## config.mk

```make
export PLATFORM = sky130hd
export DESIGN_NAME = pcx_crossbar_cfg
export DESIGN_NICKNAME = d
export VERILOG_FILES = /design/src/rtl/_unused_placeholder_removed.sv /design/src/rtl/pcx_pkg.sv /design/src/rtl/pcx_match_if.sv /design/src/rtl/pcx_sync.sv /design/src/rtl/pcx_match.sv /design/src/rtl/pcx_crossbar_cfg.sv
export SDC_FILE = /design/constraint.sdc
export NUM_CORES = 1
export LEC_CHECK = 0
export ABC_AREA = 1
export BUFFER_PORTS_ARGS = -buffer_cell sky130_fd_sc_hd__buf_2
export CORE_AREA = 5 5 89 91
export DETAILED_ROUTE_END_ITERATION = 6
export DIE_AREA = 0 0 94 96
export PLACE_DENSITY = 0.77
export SLEW_MARGIN = 15
export SYNTH_ARGS = -nofsm -noshare
export SYNTH_HDL_FRONTEND = slang
export SYNTH_SLANG_ARGS = --single-unit
```

## constraint.sdc

```tcl
create_clock -name ref_clk -period 1.4 [get_ports ref_clk]
set_clock_uncertainty 0.05 [all_clocks]
set_input_delay 0.07 -clock ref_clk [delete_from_list [all_inputs] [get_ports ref_clk]]
set_output_delay 0.07 -clock ref_clk [all_outputs]
set_load 0.05 [all_outputs]
```

## src/rtl/_unused_placeholder_removed.sv

```systemverilog
// Empty design note file holding nothing else

```

## src/rtl/pcx_pkg.sv

```systemverilog
// Package: register map, field positions, reset values and timing for the crossbar configuration block
package pcx_pkg;

    // ------------------------------------------------------------
    // Register addresses on the special function register port
    // ------------------------------------------------------------
    localparam logic [7:0] PCX_ADDR_ROUTE_A   = 8'hE1;
    localparam logic [7:0] PCX_ADDR_ROUTE_B   = 8'hE2;
    localparam logic [7:0] PCX_ADDR_ROUTE_C   = 8'hE3;
    localparam logic [7:0] PCX_ADDR_DRIVE     = 8'hF6;
    localparam logic [7:0] PCX_ADDR_P0_MATCH  = 8'hFD;
    localparam logic [7:0] PCX_ADDR_P0_SELECT = 8'hFE;

    // ------------------------------------------------------------
    // Reset values
    // ------------------------------------------------------------
    localparam logic [7:0] PCX_RST_ROUTE_A   = 8'h00;
    localparam logic [7:0] PCX_RST_ROUTE_B   = 8'h00;
    localparam logic [7:0] PCX_RST_ROUTE_C   = 8'h00;
    localparam logic [7:0] PCX_RST_DRIVE     = 8'h07;
    localparam logic [7:0] PCX_RST_P0_MATCH  = 8'hFF;
    localparam logic [7:0] PCX_RST_P0_SELECT = 8'h00;

    // ------------------------------------------------------------
    // Field positions
    // ------------------------------------------------------------
    localparam int PCX_A_SYS_CLOCK   = 7;
    localparam int PCX_A_CMP1_ASYNC  = 6;
    localparam int PCX_A_CMP1_SYNC   = 5;
    localparam int PCX_A_CMP0_ASYNC  = 4;
    localparam int PCX_A_CMP0_SYNC   = 3;
    localparam int PCX_A_TWO_WIRE    = 2;
    localparam int PCX_A_SERIAL_PER  = 1;
    localparam int PCX_A_ASYNC_SER   = 0;
    localparam int PCX_B_TIMER_LSB   = 3;   // timer zero, one, two at 3, 4, 5
    localparam int PCX_B_TIMER_MSB   = 5;
    localparam int PCX_B_CNT_EXT     = 2;
    localparam int PCX_B_CHAN_MSB    = 1;   // channel field 1:0
    localparam int PCX_C_PULL_DIS    = 7;
    localparam int PCX_C_XBAR_EN     = 6;
    localparam int PCX_D_DRIVE_MSB   = 2;   // port 2, 1, 0 at 2, 1, 0

    // ------------------------------------------------------------
    // Serial peripheral pin counts and synchroniser depth
    // ------------------------------------------------------------
    localparam logic [2:0] PCX_SPI_PINS_3WIRE = 3'h3;
    localparam logic [2:0] PCX_SPI_PINS_4WIRE = 3'h4;
    localparam int         PCX_SYNC_STAGES    = 2;

endpackage

```

## src/rtl/pcx_match_if.sv

```systemverilog
// Interface: port 0 compare configuration and result between the register core and the comparator
`timescale 1ns/1ps
interface pcx_match_if;
    logic [7:0] select;      // Pins taking part in the compare
    logic [7:0] expected;    // Expected level per pin
    logic [7:0] pin_level;   // Synchronised pin levels
    logic       mismatch;    // Combinational mismatch result

    modport cfg (output select, output expected, output pin_level, input mismatch);
    modport cmp (input select, input expected, input pin_level, output mismatch);
endinterface

```

## src/rtl/pcx_sync.sv

```systemverilog
// Two flip-flop synchroniser for a bus of independent pin levels
`timescale 1ns/1ps
module pcx_sync
    import pcx_pkg::*;
#(
    parameter int W = 8
)(
    input  wire logic         ref_clk,   // System clock
    input  wire logic         rst_n,     // Asynchronous reset, active low
    input  wire logic [W-1:0] async_in,  // Levels from outside the domain
    output logic      [W-1:0] sync_out   // Levels safe to read
);

    logic [W-1:0] meta_q;
    logic [W-1:0] stable_q;

    // First stage feeds only the second stage
    always_ff @(posedge ref_clk or negedge rst_n)
    begin
        if (!rst_n)
        begin
            meta_q   <= '0;
            stable_q <= '0;
        end
        else
        begin
            meta_q   <= async_in;
            stable_q <= meta_q;
        end
    end

    assign sync_out = stable_q;

endmodule

```

## src/rtl/pcx_match.sv

```systemverilog
// Port 0 masked pattern comparator
`timescale 1ns/1ps
module pcx_match (
    pcx_match_if.cmp port_if   // Compare configuration and result
);

    // A pin counts only when selected; its level is held against the expected value
    assign port_if.mismatch = ((port_if.pin_level & port_if.select)
                               != (port_if.expected & port_if.select));

endmodule

```

## src/rtl/pcx_crossbar_cfg.sv

```systemverilog
// Crossbar routing, pull-up, drive strength and port 0 match configuration core
`timescale 1ns/1ps

// Summary of operation
// - Routing bit 7 routes system clock out
// - Bit 6 routes comparator one async output
// - Bit 5 routes comparator one sync output
// - Bit 4 routes comparator zero async output
// - Bit 3 routes comparator zero sync output
// - Bit 2 routes both two-wire bus signals
// - Bit 1 routes serial peripheral, 3 or 4 pins
// - Bit 0 routes UART to P0.4, P0.5
// - Timer inputs two, one, zero at 5,4,3
// - Bit 2 routes counter array external input
// - Channel field routes none, 0, 0-1, 0-2
// - Pull-up disable bit turns weak pull-ups off
// - Drive bits select high drive per port
// - Selected port 0 pins compared with match
// - Crossbar disabled keeps all pin drivers off
// - Masked pins differing from match raise mismatch
// - Mismatch serves as interrupt and wake-up
// - Match bit gives expected pin level
module pcx_crossbar_cfg
    import pcx_pkg::*;
(
    input  wire logic       ref_clk,              // System clock, 200 MHz
    input  wire logic       rst_n,                // Asynchronous reset, active low
    input  wire logic [7:0] sfr_addr,             // Register address
    input  wire logic       sfr_wr_en,            // Write strobe, one cycle
    input  wire logic       sfr_rd_en,            // Read strobe, one cycle
    input  wire logic [7:0] sfr_wdata,            // Write data
    output logic      [7:0] sfr_rdata_q,          // Read data, valid one cycle after strobe
    input  wire logic [7:0] p0_pin_level,         // Port 0 pad levels, asynchronous
    input  wire logic [7:0] p0_digital_mode,      // Port 0 digital mode per pin, 0 is analog
    input  wire logic       spi_nss_in_use,       // Serial peripheral uses its slave select
    output logic            route_sys_clock_q,    // System clock owns a pin
    output logic            route_cmp1_async_q,   // Comparator one async output owns a pin
    output logic            route_cmp1_sync_q,    // Comparator one sync output owns a pin
    output logic            route_cmp0_async_q,   // Comparator zero async output owns a pin
    output logic            route_cmp0_sync_q,    // Comparator zero sync output owns a pin
    output logic            route_two_wire_q,     // Both two-wire bus signals own pins
    output logic [2:0]      spi_pin_count_q,      // Pins taken by serial peripheral: 0, 3 or 4
    output logic            route_uart_q,         // UART transmit on P0.4, receive on P0.5
    output logic [2:0]      route_timer_q,        // Timer two, one, zero inputs own pins
    output logic            route_counter_ext_q,  // Counter array external input owns a pin
    output logic [2:0]      route_counter_chan_q, // Counter channel two, one, zero outputs
    output logic            pin_drivers_en_q,     // High and low output drivers allowed
    output logic [7:0]      p0_pullup_en_q,       // Weak pull-up enable per port 0 pin
    output logic [2:0]      drive_high_q,         // High drive for port 2, 1, 0
    output logic            mismatch_q,           // Port mismatch level
    output logic            mismatch_irq_q,       // Interrupt request, level
    output logic            mismatch_wake_q       // Wake-up pulse on mismatch onset
);

    // ------------------------------------------------------------
    // Register storage
    // ------------------------------------------------------------
    logic [7:0] route_a_q;
    logic [5:0] route_b_q;
    logic       pull_dis_q;
    logic       xbar_en_q;
    logic [2:0] drive_q;
    logic [7:0] p0_match_q;
    logic [7:0] p0_select_q;
    logic [7:0] p0_sync;
    logic [2:0] chan_d;

    pcx_match_if match_if ();

    // Register writes; reserved bits are not stored
    always_ff @(posedge ref_clk or negedge rst_n)
    begin
        if (!rst_n)
        begin
            route_a_q   <= PCX_RST_ROUTE_A;
            route_b_q   <= PCX_RST_ROUTE_B[5:0];
            pull_dis_q  <= PCX_RST_ROUTE_C[PCX_C_PULL_DIS];
            xbar_en_q   <= PCX_RST_ROUTE_C[PCX_C_XBAR_EN];
            drive_q     <= PCX_RST_DRIVE[2:0];
            p0_match_q  <= PCX_RST_P0_MATCH;
            p0_select_q <= PCX_RST_P0_SELECT;
        end
        else if (sfr_wr_en)
        begin
            if (sfr_addr == PCX_ADDR_ROUTE_A)
            begin
                route_a_q <= sfr_wdata;
            end
            else if (sfr_addr == PCX_ADDR_ROUTE_B)
            begin
                route_b_q <= sfr_wdata[5:0];
            end
            else if (sfr_addr == PCX_ADDR_ROUTE_C)
            begin
                pull_dis_q <= sfr_wdata[PCX_C_PULL_DIS];
                xbar_en_q  <= sfr_wdata[PCX_C_XBAR_EN];
            end
            else if (sfr_addr == PCX_ADDR_DRIVE)
            begin
                drive_q <= sfr_wdata[2:0];
            end
            else if (sfr_addr == PCX_ADDR_P0_MATCH)
            begin
                p0_match_q <= sfr_wdata;
            end
            else if (sfr_addr == PCX_ADDR_P0_SELECT)
            begin
                p0_select_q <= sfr_wdata;
            end
        end
    end

    // Read data is registered; unmapped addresses read zero
    always_ff @(posedge ref_clk or negedge rst_n)
    begin
        if (!rst_n)
        begin
            sfr_rdata_q <= 8'h00;
        end
        else if (sfr_rd_en)
        begin
            if (sfr_addr == PCX_ADDR_ROUTE_A)
            begin
                sfr_rdata_q <= route_a_q;
            end
            else if (sfr_addr == PCX_ADDR_ROUTE_B)
            begin
                sfr_rdata_q <= {2'h0, route_b_q};
            end
            else if (sfr_addr == PCX_ADDR_ROUTE_C)
            begin
                sfr_rdata_q <= {pull_dis_q, xbar_en_q, 6'h00};
            end
            else if (sfr_addr == PCX_ADDR_DRIVE)
            begin
                sfr_rdata_q <= {5'h00, drive_q};
            end
            else if (sfr_addr == PCX_ADDR_P0_MATCH)
            begin
                sfr_rdata_q <= p0_match_q;
            end
            else if (sfr_addr == PCX_ADDR_P0_SELECT)
            begin
                sfr_rdata_q <= p0_select_q;
            end
            else
            begin
                sfr_rdata_q <= 8'h00;
            end
        end
    end

    // ------------------------------------------------------------
    // Peripheral routing
    // ------------------------------------------------------------

    // Thermometer decode of the counter channel field
    always_comb
    begin
        case (route_b_q[PCX_B_CHAN_MSB:0])
            2'h0:    chan_d = 3'h0;
            2'h1:    chan_d = 3'h1;
            2'h2:    chan_d = 3'h3;
            default: chan_d = 3'h7;
        endcase
    end

    // Nothing takes a pin while the crossbar is off or its bit is clear
    always_ff @(posedge ref_clk or negedge rst_n)
    begin
        if (!rst_n)
        begin
            route_sys_clock_q    <= 1'b0;
            route_cmp1_async_q   <= 1'b0;
            route_cmp1_sync_q    <= 1'b0;
            route_cmp0_async_q   <= 1'b0;
            route_cmp0_sync_q    <= 1'b0;
            route_two_wire_q     <= 1'b0;
            spi_pin_count_q      <= 3'h0;
            route_uart_q         <= 1'b0;
            route_timer_q        <= 3'h0;
            route_counter_ext_q  <= 1'b0;
            route_counter_chan_q <= 3'h0;
        end
        else
        begin
            route_sys_clock_q    <= xbar_en_q & route_a_q[PCX_A_SYS_CLOCK];
            route_cmp1_async_q   <= xbar_en_q & route_a_q[PCX_A_CMP1_ASYNC];
            route_cmp1_sync_q    <= xbar_en_q & route_a_q[PCX_A_CMP1_SYNC];
            route_cmp0_async_q   <= xbar_en_q & route_a_q[PCX_A_CMP0_ASYNC];
            route_cmp0_sync_q    <= xbar_en_q & route_a_q[PCX_A_CMP0_SYNC];
            route_two_wire_q     <= xbar_en_q & route_a_q[PCX_A_TWO_WIRE];
            if (xbar_en_q && route_a_q[PCX_A_SERIAL_PER])
            begin
                spi_pin_count_q <= spi_nss_in_use ? PCX_SPI_PINS_4WIRE
                                                  : PCX_SPI_PINS_3WIRE;
            end
            else
            begin
                spi_pin_count_q <= 3'h0;
            end
            route_uart_q         <= xbar_en_q & route_a_q[PCX_A_ASYNC_SER];
            route_timer_q        <= {3{xbar_en_q}}
                                    & route_b_q[PCX_B_TIMER_MSB:PCX_B_TIMER_LSB];
            route_counter_ext_q  <= xbar_en_q & route_b_q[PCX_B_CNT_EXT];
            route_counter_chan_q <= {3{xbar_en_q}} & chan_d;
        end
    end

    // ------------------------------------------------------------
    // Pad controls
    // ------------------------------------------------------------

    // Drivers, pull-ups and drive strength
    always_ff @(posedge ref_clk or negedge rst_n)
    begin
        if (!rst_n)
        begin
            pin_drivers_en_q <= 1'b0;
            p0_pullup_en_q   <= 8'h00;
            drive_high_q     <= PCX_RST_DRIVE[2:0];
        end
        else
        begin
            pin_drivers_en_q <= xbar_en_q;
            p0_pullup_en_q   <= {8{~pull_dis_q}} & p0_digital_mode;
            drive_high_q     <= drive_q;
        end
    end

    // ------------------------------------------------------------
    // Port 0 match
    // ------------------------------------------------------------

    // Pad levels cross into the clock domain first
    pcx_sync #(
        .W (8)
    ) u_p0_sync (
        .ref_clk  (ref_clk),
        .rst_n    (rst_n),
        .async_in (p0_pin_level),
        .sync_out (p0_sync)
    );

    assign match_if.select    = p0_select_q;
    assign match_if.expected  = p0_match_q;
    assign match_if.pin_level = p0_sync;

    pcx_match u_match (
        .port_if (match_if)
    );

    // Mismatch level, interrupt request and onset wake pulse
    always_ff @(posedge ref_clk or negedge rst_n)
    begin
        if (!rst_n)
        begin
            mismatch_q      <= 1'b0;
            mismatch_irq_q  <= 1'b0;
            mismatch_wake_q <= 1'b0;
        end
        else
        begin
            mismatch_q      <= match_if.mismatch;
            mismatch_irq_q  <= match_if.mismatch;
            mismatch_wake_q <= match_if.mismatch & ~mismatch_q;
        end
    end

    logic wr_a;
    assign wr_a = sfr_wr_en && (sfr_addr == PCX_ADDR_ROUTE_A);
endmodule

```

Word level (Yosys, flattened, before mapping)
Cells that the tools add are included.

storage, ports and cells
  flip-flop bits (word level) = 90
  input bits = 37

operators by class
  reduce and logical (&&, ||, !) cells = 8
  multiplexer cells = 9
  equal/unequal tests = 9
  bitwise gates (word level) = 21

operators by type and width
  operator            number
  $eq 8x8->1 const B  6
  $mux 8              6
  $and 8x8->8         3
  $and 1x1->1         9
  $pmux 3 s3          1
  $ne 8x8->1          1
  $not 1->1           7
  $reduce_and 7->1    1
  $and 3x3->3         2
  $mux 3              2
  $reduce_and 6->1    1
  $reduce_and 5->1    1
  $reduce_and 4->1    1
  $reduce_and 3->1    1
  $eq 2x1->1 const B  1
  $eq 2x2->1 const B  1
  $logic_not 2->1     1
  $reduce_and 2->1    1
  $logic_and 1x1->1   1

Logic depth before layout (Yosys ltp)
  depth in word-level cells = 7
  gate-level depth with buffers = 9
  mapped depth without buffers = 9

Cells and area by module
Synthesis repeated with hierarchy kept, for this count alone.

second synthesis, totals
  cell total of the unflattened synthesis = 390
  area, all modules = 3,751.1 um2

by module, submodules not included
  module            area each (um2)  instances  cells each
  pcx_crossbar_cfg  3,159.3          1          327
  pcx_sync          400.4            1          16
  pcx_match         191.4            1          47

Worst setup path before layout
OpenSTA, ideal clock, no wires.

  path type = reg-to-reg
  from = reg p0_match_q[1], in the netlist match_if.expected[1]
  to = reg mismatch_wake_q
  arrival time = 0.952 ns
  setup slack = 0.251 ns
  setup time = 0.147 ns
  cell stages (with the launch flop) = 6
  path through = dfstp_2 or2_2 nand3_1 o21ai_0 nor2_1 a21oi_1

between the ends
  longest elaborated chain between the ends = 3

ends and longest elaborated chain
  item                      line                     source
  start: declaration        pcx_crossbar_cfg.sv:63   logic [7:0] p0_match_q;
  start signal: assignment  pcx_crossbar_cfg.sv:104  p0_match_q <= sfr_wdata;
  $and 8x8->8               pcx_match.sv:9           != (port_if.expected & port_if.select));
  $ne 8x8->1                pcx_match.sv:9
  $and 1x1->1               pcx_crossbar_cfg.sv:266  mismatch_wake_q <= match_if.mismatch & ~mismatch_q;
  end signal: assignment    pcx_crossbar_cfg.sv:266
  end: declaration          pcx_crossbar_cfg.sv:52   output logic mismatch_wake_q

Every way passes these cells.
A chain may end at the register's enable or synchronous reset.

Final worst setup path
  from = reg drive_high_q[2]
  to = out drive_high_q[2]

RTL lines
  item                      line                     source
  start: declaration        pcx_crossbar_cfg.sv:49   output logic [2:0] drive_high_q,
  start signal: assignment  pcx_crossbar_cfg.sv:221  drive_high_q <= PCX_RST_DRIVE[2:0];
  start signal: assignment  pcx_crossbar_cfg.sv:227  drive_high_q <= drive_q;

No word-level cell between the ends.

==> impl_metrics.ini <==
[synth]
syn_nets = 428
netlist_area_um2 = 3675
ys.flop_type = dfrtp_1
synthDistinctLibCells = 28
seq_area_frac_synth_pct = 61.08
ys_async_sr_fraction_pct = 100.0
synth-seq-cells = 89
syn_avg_cell_area_um2 = 9.398
synth_warnings = 0
synth-edff-count = 0
synthCells = 391

[cts]
cts_resized = 0
htree_levels = 3
clock_path_buffers = 2
clock-sinks = 89
clk_pin_slew_ps = 80
cts_tree = built
cts_root_buf = clkbuf_8
holdBufCountCts = 27
cts_made_buffers = 9
clk_latency_ps = 360
postCtsSetupRepairBufs = 0

[floorplan]
row_count = 31
io_pins = 77
die_x_um = 94
initial_utilization_pct = 52.06
die_h_um = 96
die_area_um2 = 9024
coreArea_um2 = 7059

[drt]
finalWirelength_um = 7974
avgRoutedWirePerCell_um = 13.20
first_pass_iters = 4
vias_per_cell = 4.839
ant_nets = 0
drtIter0Drc = 151
drc = 0
vias = 2923

[sta]
max_slew_margin_pct = 66.88
rsz0062_at_grt = false
setup_ws_ps = 158.9
post-route-period-util_pct = 88.65
setup_viol = 0
max_freq_ghz = 0.8058
final.setup.tns_ps = 0
worst_pin_slew_ps = 496.8
drv_slew = 0
fin_crit_ps = 1241
finalHoldViolCount = 0

[placement]
dp_slack_ps = 98.28
placed_cell_area_um2 = 4165
hpwl_um = 5772
portBuffers = 76
gp_congestion = 0.9061

[layout]
fin_area_um2 = 4627
drive_above_1_share_pct = 27.52
antennaDiodeCount = 0
layout_common_cells = nand2_1 (117), buf_2 (75), dfrtp_1 (75), inv_1 (43), nand3_1 (37)
nNetsFinal = 537
synthToLayoutAreaGrowth_pct = 25.91
layout_commonest_cell = nand2_1
fill_cells = 612

[pwr]
leakage_nw = 2.504
p_per_area_nw_per_um2 = 1089
report.power.total_mw = 5.040
peakVddDrop_mv = 0.7795

[critical_path]
slowest_delay_ps = 520
cp-start-kind = register
path_cells = buf_2
critical-path-top-delay-family = flip-flops
endpoint_kind = output port
critPathLaunch = drive_high_q[2]
r2r-start = match_if.expected[1]
slowest_stage = dfstp_2
critPathBufInv = 1
criticalPathCategory = register to output port
required_ps = 1280
cp_max_fo = 1
cp.arrival_ps = 1120

[status]
status = complete, no violations

[grt]
grt_pass1_wl_um = 13520
grt_max_degree = 39
antenna_found_initial = 0
grt_overflow = 0
track_usage_pct = 19.65
grt_pass1_vias = 2909

[min_path]
hp-class = primary input to asynchronous set/reset pin

[run]
maxCapViolCount = 0
kinds of logic after synthesis:
| family | Yosys count | share of synthesized area [%] |
|---|---|---|
| compound gates | 35 | 5.686 |
| simple gates | 208 | 26.25 |
| buf+inv | 59 | 6.980 |
| flops | 89 | 61.08 |
cell usage after synthesis (2+ instances only):
library cell | number | area, µm²
nand2_1 | 117 | 439.2
dfrtp_1 | 75 | 1877
inv_1 | 43 | 161.4
nand3_1 | 37 | 185.2
nor2_1 | 25 | 93.84
dfstp_2 | 14 | 367.9
o21ai_1 | 14 | 70.07
nand4_1 | 9 | 56.30
o21ai_0 | 9 | 45.04
o21ai_2 | 8 | 70.07
nand2_2 | 6 | 37.54
nor2_4 | 5 | 56.30
buf_4 | 4 | 30.03
inv_2 | 4 | 15.01
clkbuf_1 | 3 | 11.26
o22ai_1 | 3 | 18.77
buf_2 | 2 | 10.01
buf_6 | 2 | 22.52
nand3_4 | 2 | 35.03
report_power, final:
group          internal [mW]  switching, mW
clock network          0.873          0.841
logic                  0.187          0.373
registers               2.69         0.0769
final timing paths:
kind	slack, ps	to	cells after the start
worst max-delay path	160	drive_high_q[2]	1
max in group asynchronous	610	drive_high_q[2]	3
worst max register to register	170	mismatch_irq_q	5
worst min register to register	300	u_p0_sync.sync_out[0]	0
worst min-delay path	90	route_cmp1_async_q	2
min in group ref_clk	100	pull_dis_q	3
through the flow:
step	hold WS [ps]	utilization, %	cells
2_1_floorplan	-275.6	-	391
3_3_place_gp	-68.45	59.00	561
3_5_place_dp	-71.40	59.00	561
4_1_cts	93.89	65.54	604
5_1_grt	113.0	65.54	604
6_report	93.33	65.54	604
registers in the layout, indices dropped and copies added, names as in the netlist, 2 cells and up:
register              flops
spi_pin_count_q           2
drive_q                   3
route_timer_q             3
drive_high_q              3
u_p0_sync.meta_q          8
p0_pullup_en_q            8
u_p0_sync.sync_out        8
route_b_q                 6
route_counter_chan_q      3
route_a_q                 8
sfr_rdata_q               8
match_if.expected         8
match_if.select           8
routing by layer:
metal,track usage [%],share of wire [%],up-vias
li1,-,-,1449
met1,23.99,42,1373
met2,34.00,51,87
met3,3.831,4.6,14
met4,8.664,2.0,0
met5,0,0,-
cell type report:
class	count	area, µm²	share of cell area (%)
flip-flops and latches	89	2245	48.51
multi-input cells	243	1174	25.37
repair buffers	109	710.7	15.36
inverters	48	182.7	3.948
clock buffers	13	148.9	3.218
well taps	99	123.9	2.677
clock inverters	3	42.54	0.9194
No activity file was read; power rests on OpenSTA's default activity.
